## config.mk

```make
export PLATFORM = sky130hd
export DESIGN_NAME = gcc_regs
export DESIGN_NICKNAME = d
export VERILOG_FILES = /design/src/logic/gcc_pkg.sv /design/src/logic/gcc_reg8.sv /design/src/logic/gcc_regs.sv
export VERILOG_INCLUDE_DIRS = /design/src /design/src/logic
export SDC_FILE = /design/constraint.sdc
export NUM_CORES = 1
export LEC_CHECK = 0
export ABC_AREA = 1
export BUFFER_PORTS_ARGS = -buffer_cell sky130_fd_sc_hd__buf_2
export CORE_MARGIN = 5
export CORE_UTILIZATION = 40
export DETAILED_ROUTE_END_ITERATION = 6
export PLACE_DENSITY = 0.76
export SLEW_MARGIN = 10
export SYNTH_ARGS = -nofsm -noshare
export SYNTH_HDL_FRONTEND = slang
export SYNTH_HIERARCHICAL = 1
export SYNTH_SLANG_ARGS = --single-unit
```

## constraint.sdc

```tcl
create_clock -name ref_clk_in -period 1.5 [get_ports ref_clk_in]
set_input_delay 0.075 -clock ref_clk_in [delete_from_list [all_inputs] [get_ports ref_clk_in]]
set_output_delay 0.075 -clock ref_clk_in [all_outputs]
set_load 0.005 [all_outputs]
```

## src/logic/gcc_consts.svh

```systemverilog
// Behaviour
// - hb4 source code bits 7-4, resets ones
// - hb4 sink code bits 3-0, resets ones
// - codes index sixteen-step current table
// - per-bridge low-current select bits 7-4
// - cleared select bit means standard table
// - hb4 register at 12h, reset FFh
// - select register at 17h, reset zero
`ifndef GCC_CONSTS_SVH
`define GCC_CONSTS_SVH

// ======================================================
// register map
`define GCC_ADDR_W          8
`define GCC_DATA_W          8
`define GCC_OFF_HB4_CURRENT 8'h12
`define GCC_OFF_LOW_SELECT  8'h17
`define GCC_RST_HB4_CURRENT 8'hff
`define GCC_RST_LOW_SELECT  8'h00

// ======================================================
// field layout
`define GCC_SOURCE_MSB      7
`define GCC_SOURCE_LSB      4
`define GCC_SINK_MSB        3
`define GCC_SINK_LSB        0
`define GCC_SEL_MSB         7
`define GCC_SEL_LSB         4
`define GCC_SEL_RSVD        4'h0
`define GCC_HB4_WRITE_MASK  8'hff
`define GCC_SEL_WRITE_MASK  8'hf0
`define GCC_NUM_BRIDGES     4

`endif

```

## src/logic/gcc_pkg.sv

```systemverilog
`include "gcc_consts.svh"
package gcc_pkg;
   typedef struct packed {
      logic [3:0] source_current_code;
      logic [3:0] sink_current_code;
   } gcc_codes_t;

   typedef struct packed {
      gcc_codes_t codes;
      logic       low_current_sel;
   } gcc_drive_t;

   // per-bridge select, index 0 is half-bridge 1
   typedef logic [`GCC_NUM_BRIDGES-1:0] gcc_sel_t;
endpackage

```

## src/logic/gcc_reg8.sv

```systemverilog
`timescale 1ns/1ps
`default_nettype none
`include "gcc_consts.svh"
module gcc_reg8 #(
   parameter logic [7:0] RESET_VALUE = 8'h00,
   parameter logic [7:0] WRITE_MASK  = 8'hff
) (
   input  wire logic       ref_clk_in,
   input  wire logic       reset_in,
   input  wire logic       wr_en_in,
   input  wire logic [7:0] wr_data_in,
   output logic      [7:0] value_out
);
   logic [7:0] value;
   logic [7:0] next_value;

   always_comb begin
      next_value = value;
      if (wr_en_in) begin
         // masked bits keep their reset value forever
         next_value = (wr_data_in & WRITE_MASK) | (RESET_VALUE & ~WRITE_MASK);
      end
   end

   always_ff @(posedge ref_clk_in or posedge reset_in) begin
      if (reset_in) begin
         value <= RESET_VALUE;
      end else begin
         value <= next_value;
      end
   end

   assign value_out = value;
endmodule
`default_nettype wire

```

## src/logic/gcc_regs.sv

```systemverilog
// Implementation choice: the plain strobed port.
`timescale 1ns/1ps
`default_nettype none
`include "gcc_consts.svh"
module gcc_regs
   import gcc_pkg::*;
(
   input  wire logic                   ref_clk_in,
   input  wire logic                   reset_in,
   input  wire logic [`GCC_ADDR_W-1:0] addr_in,
   input  wire logic [`GCC_DATA_W-1:0] wr_data_in,
   input  wire logic                   wr_in,
   input  wire logic                   rd_in,
   output logic      [`GCC_DATA_W-1:0] rd_data_out,
   output gcc_drive_t                  hb4_drive_out,
   output gcc_sel_t                    low_current_sel_out
);
   // ======================================================
   // storage
   logic [7:0] hb4_current;
   logic [7:0] low_select;
   logic       wr_hb4;
   logic       wr_sel;

   assign wr_hb4 = wr_in && (addr_in == `GCC_OFF_HB4_CURRENT);
   assign wr_sel = wr_in && (addr_in == `GCC_OFF_LOW_SELECT);

   gcc_reg8 #(
      .RESET_VALUE (`GCC_RST_HB4_CURRENT),
      .WRITE_MASK  (`GCC_HB4_WRITE_MASK)
   ) u_hb4 (
      .ref_clk_in  (ref_clk_in),
      .reset_in    (reset_in),
      .wr_en_in    (wr_hb4),
      .wr_data_in  (wr_data_in),
      .value_out   (hb4_current)
   );

   // low nibble write-masked so it stays zero
   gcc_reg8 #(
      .RESET_VALUE (`GCC_RST_LOW_SELECT),
      .WRITE_MASK  (`GCC_SEL_WRITE_MASK)
   ) u_sel (
      .ref_clk_in  (ref_clk_in),
      .reset_in    (reset_in),
      .wr_en_in    (wr_sel),
      .wr_data_in  (wr_data_in),
      .value_out   (low_select)
   );

   // ======================================================
   // read port, data one cycle after the strobe
   logic [7:0] rd_data;
   logic [7:0] next_rd_data;

   always_comb begin
      next_rd_data = 8'h00;
      if (rd_in) begin
         case (addr_in)
            `GCC_OFF_HB4_CURRENT: next_rd_data = hb4_current;
            `GCC_OFF_LOW_SELECT:  next_rd_data =
               {low_select[`GCC_SEL_MSB:`GCC_SEL_LSB], `GCC_SEL_RSVD};
            default:              next_rd_data = 8'h00;
         endcase
      end
   end

   always_ff @(posedge ref_clk_in or posedge reset_in) begin
      if (reset_in) begin
         rd_data <= 8'h00;
      end else begin
         rd_data <= next_rd_data;
      end
   end

   assign rd_data_out = rd_data;

   // ======================================================
   // analog stage controls; the select bit picks the table per bridge
   // bit 7 is half-bridge 1, so reverse into index 0 = bridge 1
   always_comb begin
      for (int i = 0; i < `GCC_NUM_BRIDGES; i++) begin
         low_current_sel_out[i] = low_select[`GCC_SEL_MSB - i];
      end
   end

   assign hb4_drive_out.codes.source_current_code =
      hb4_current[`GCC_SOURCE_MSB:`GCC_SOURCE_LSB];
   assign hb4_drive_out.codes.sink_current_code =
      hb4_current[`GCC_SINK_MSB:`GCC_SINK_LSB];
   assign hb4_drive_out.low_current_sel = low_select[`GCC_SEL_LSB];

   // ======================================================
   // checks
   a_hb4_write_lands: assert property (@(posedge ref_clk_in)
      disable iff (reset_in)
      wr_hb4 |=> hb4_current == $past(wr_data_in))
      else $error("hb4 current write not stored");

   a_sel_write_lands: assert property (@(posedge ref_clk_in)
      disable iff (reset_in)
      wr_sel |=> low_select[7:4] == $past(wr_data_in[7:4]))
      else $error("select write not stored");

   a_rsvd_zero_read: assert property (@(posedge ref_clk_in)
      disable iff (reset_in)
      (rd_in && addr_in == `GCC_OFF_LOW_SELECT) |=> rd_data_out[3:0] == 4'h0)
      else $error("reserved bits read nonzero");

   a_hb4_read_back: assert property (@(posedge ref_clk_in)
      disable iff (reset_in)
      (rd_in && addr_in == `GCC_OFF_HB4_CURRENT) |=>
         rd_data_out == {hb4_drive_out.codes.source_current_code,
                         hb4_drive_out.codes.sink_current_code})
      else $error("hb4 read mismatch");

   a_sink_field_map: assert property (@(posedge ref_clk_in)
      disable iff (reset_in)
      wr_hb4 |=> hb4_drive_out.codes.sink_current_code
                 == $past(wr_data_in[3:0]))
      else $error("sink code field misplaced");

   a_hb1_sel_map: assert property (@(posedge ref_clk_in)
      disable iff (reset_in)
      wr_sel |=> low_current_sel_out[0] == $past(wr_data_in[7]))
      else $error("bridge 1 select misplaced");

   a_unmapped_zero: assert property (@(posedge ref_clk_in)
      disable iff (reset_in)
      (rd_in && addr_in != `GCC_OFF_HB4_CURRENT
             && addr_in != `GCC_OFF_LOW_SELECT) |=> rd_data_out == 8'h00)
      else $error("unmapped read nonzero");

   a_hb4_holds: assert property (@(posedge ref_clk_in)
      disable iff (reset_in)
      !wr_hb4 |=> $stable(hb4_current))
      else $error("hb4 changed without write");

   // reset is released by the bench on an edge, so the first edge with
   // reset low sees the reset values before any write can land
   a_hb4_reset_value: assert property (@(posedge ref_clk_in)
      $fell(reset_in) |-> hb4_current == `GCC_RST_HB4_CURRENT)
      else $error("hb4 reset value wrong");

   a_sel_reset_value: assert property (@(posedge ref_clk_in)
      $fell(reset_in) |-> low_select == `GCC_RST_LOW_SELECT)
      else $error("select reset value wrong");

   a_rsvd_never_set: assert property (@(posedge ref_clk_in)
      disable iff (reset_in)
      low_select[`GCC_SEL_LSB-1:0] == `GCC_SEL_RSVD)
      else $error("reserved select bits set");

   a_sel_holds: assert property (@(posedge ref_clk_in)
      disable iff (reset_in)
      !wr_sel |=> $stable(low_select))
      else $error("select changed without write");

   a_source_field_map: assert property (@(posedge ref_clk_in)
      disable iff (reset_in)
      wr_hb4 |=> hb4_drive_out.codes.source_current_code
                 == $past(wr_data_in[`GCC_SOURCE_MSB:`GCC_SOURCE_LSB]))
      else $error("source code field misplaced");

   a_hb4_sel_map: assert property (@(posedge ref_clk_in)
      disable iff (reset_in)
      hb4_drive_out.low_current_sel
         == low_current_sel_out[`GCC_NUM_BRIDGES-1])
      else $error("bridge 4 select mismatch");

   a_sel_read_back: assert property (@(posedge ref_clk_in)
      disable iff (reset_in)
      (rd_in && addr_in == `GCC_OFF_LOW_SELECT) |=>
         rd_data_out[`GCC_SEL_MSB:`GCC_SEL_LSB]
            == $past(low_select[`GCC_SEL_MSB:`GCC_SEL_LSB]))
      else $error("select read mismatch");

   a_rd_idle_zero: assert property (@(posedge ref_clk_in)
      disable iff (reset_in)
      !rd_in |=> rd_data_out == '0)
      else $error("read data without read");

   a_unmapped_no_write: assert property (@(posedge ref_clk_in)
      disable iff (reset_in)
      (wr_in && addr_in != `GCC_OFF_HB4_CURRENT
             && addr_in != `GCC_OFF_LOW_SELECT) |=>
         ($stable(hb4_current) && $stable(low_select)))
      else $error("unmapped write changed state");
endmodule
`default_nettype wire

```

==> flow_metrics.tcl <==
set metrics [dict create \
    status "complete, no violations" \
    seqCellArea_sq_um 510 \
    hold_start "rd_in" \
    layout_min_cycle_time_ps 1050 \
    h-tree-depth 1 \
    hold_ws_ps 42.2 \
    max_cap_violations 0 \
    port_buffers 40 \
    critPathRequiredTime_ps 1420 \
    use_met3_pct 1.56 \
    busiest_layer "met2" \
    synth_warnings 6 \
    cp_cell_sequence "buf_2" \
    holdPathStages 3 \
    crit_slowest_cell "dfstp_2" \
    cp_max_fo 3 \
    nets 177 \
    grt_max_degree 13 \
    fin_setup_tns_ps 0 \
    timing.final.ws_setup_ps 449 \
    rows 17 \
    postCtsSetupBuffers 0 \
    ant_nets 0 \
    synth_area_per_cell_sq_um 8.78 \
    p_per_area_nw_per_um2 880 \
    endpoint_kind "primary output" \
    fillers 186 \
    setup_violations 0 \
    initial_core_util_pct 41.7 \
    ios 41 \
    cts_sinks 20 \
    insertion_delay_ps 300 \
    ir_drop_mv 0.570 \
    cts_buffers 3 \
    hold_path_class "input pin to flop" \
    start_kind "flop" \
    max_stage_delay_ps 570 \
    multi_input_area_sq_um 309 \
    area_delta_synth_final_pct 40.1 \
    worstReg2RegEnd "rd_data_out[6]" \
    die_h_microns 57.8 \
    hpwl_mm 1.60 \
    die_w_microns 57.8 \
    antenna_cells 0 \
    syn-num-nets 124 \
    final_layout_size_suffix_gt1_share_pct 43.6 \
    skew_ps 4.16 \
    cts_resized 0 \
    path_delay_family "flip-flops" \
    wirelength_mm 2.07 \
    ff2ff_path_depth 2 \
    slew_headroom_pct 70.5 \
    die_area_sq_um 3340 \
    finalInstanceArea_sq_um 1280 \
    syn_inst 104 \
    grt_pass1_vias 823 \
    cts_tree "yes" \
    grt_overflow_total 0 \
    worstSetupPathType "flop to primary output" \
    min_to "rd_data_out[6]" \
    arrival_ps 980 \
    first_iter_violations 24 \
    hold_violations 0 \
    r2r_start "u_hb4/value_out[6]" \
    placed_cell_area_sq_um 1140 \
    wl_per_cell_microns 11.3 \
    antenna_found_initial 0 \
    core_area_sq_um 2190 \
    routabilityCongestion 0.869 \
    worst_pin_slew_ps 441 \
    reg2reg_slack_ps 650 \
    met2_usage_pct 25.3 \
    slew_viol_final 0 \
    final_cell_mix "nand2_1 (40), buf_2 (40), inv_1 (16), dfrtp_1 (12), dlygate4sd3_1 (9)" \
    root_buffer "clkbuf_4" \
    clkTransAtPathRegs_ps 110 \
    drc 0 \
    fmax_mhz 952 \
    cp.buffers_inverters 1 \
    drt_pre_antenna_iters 4 \
    period_share_pct 70.1 \
    rsz0062_at_grt "no" \
    grtUsageTotal_pct 13.3 \
    post-place-ws_ps 260 \
    synth.cell_area_sq_um 913 \
    cts_buffer_depth 2 \
    gr-usage-met1_pct 13.7 \
    vias_per_cell 4.41 \
    p_leak_nw 0.725 \
    vias 812 \
    grt_pass1_wl_mm 3.45 \
]
-- tightest hold or removal path, cell delays in order --
cell	delay, ps
buf_2	140
inv_1	60
a21oi_1	40
-- report_power, final --
group	leakage, nW	internal [W]	switching [W]
Clock	0.0279	0.000270	0.000162
Combinational	0.448	0.0000576	0.0000614
Sequential	0.250	0.000563	0.0000128
-- stage by stage --
step | total power, W | cells | utilization [%]
floorplan | 0.000631 | 104 | -
global placement | 0.000683 | 171 | 51.9
detailed placement | 0.000686 | 171 | 51.9
CTS | 0.00114 | 184 | 58.4
global route | 0.00118 | 184 | 58.4
finish | 0.00113 | 184 | 58.4
-- cell type report --
| cell class | instances | area share [%] |
|---|---|---|
| timing repair buffer | 50 | 23.3 |
| clock inverter | 1 | 2.35 |
| multi-input combinational | 62 | 24.1 |
| sequential | 20 | 39.9 |
| tap | 28 | 2.74 |
| clock buffer | 3 | 1.76 |
| inverter | 20 | 5.87 |
-- what timing repair did --
item,CTS,global route
endpoints found under the hold margin,32,0
hold buffers,9,0
endpoints found under the setup margin,0,0
-- worst max-delay path by stage --
stage / from / to / slack, ps / cells past startpoint
final: u_hb4/value_out[6] / hb4_drive_out[7] / 450 / 1
after global placement: addr_in[5] / u_hb4/value_out[5] / 290 / 9
after CTS: u_hb4/value_out[5] / hb4_drive_out[6] / 430 / 1
after floorplan: addr_in[5] / u_sel/value_out[4] / 600 / 8
after global routing: u_hb4/value_out[7] / hb4_drive_out[8] / 410 / 1
after detailed placement: addr_in[5] / u_hb4/value_out[4] / 260 / 9
-- per-layer routing --
metal	vias to the layer above	part of all wire [%]	routed length (microns)
met5	-	0	0
met1	369	37	777
met2	27	55	1140
met4	0	1.4	30
met3	4	5.8	121
li1	412	-	-
-- state kept, by name, indices dropped and copies added (netlist names) --
signal and cells:
rd_data_out 8, u_hb4/value_out 8, u_sel/value_out 4
(Power assumes the default switching activity.)
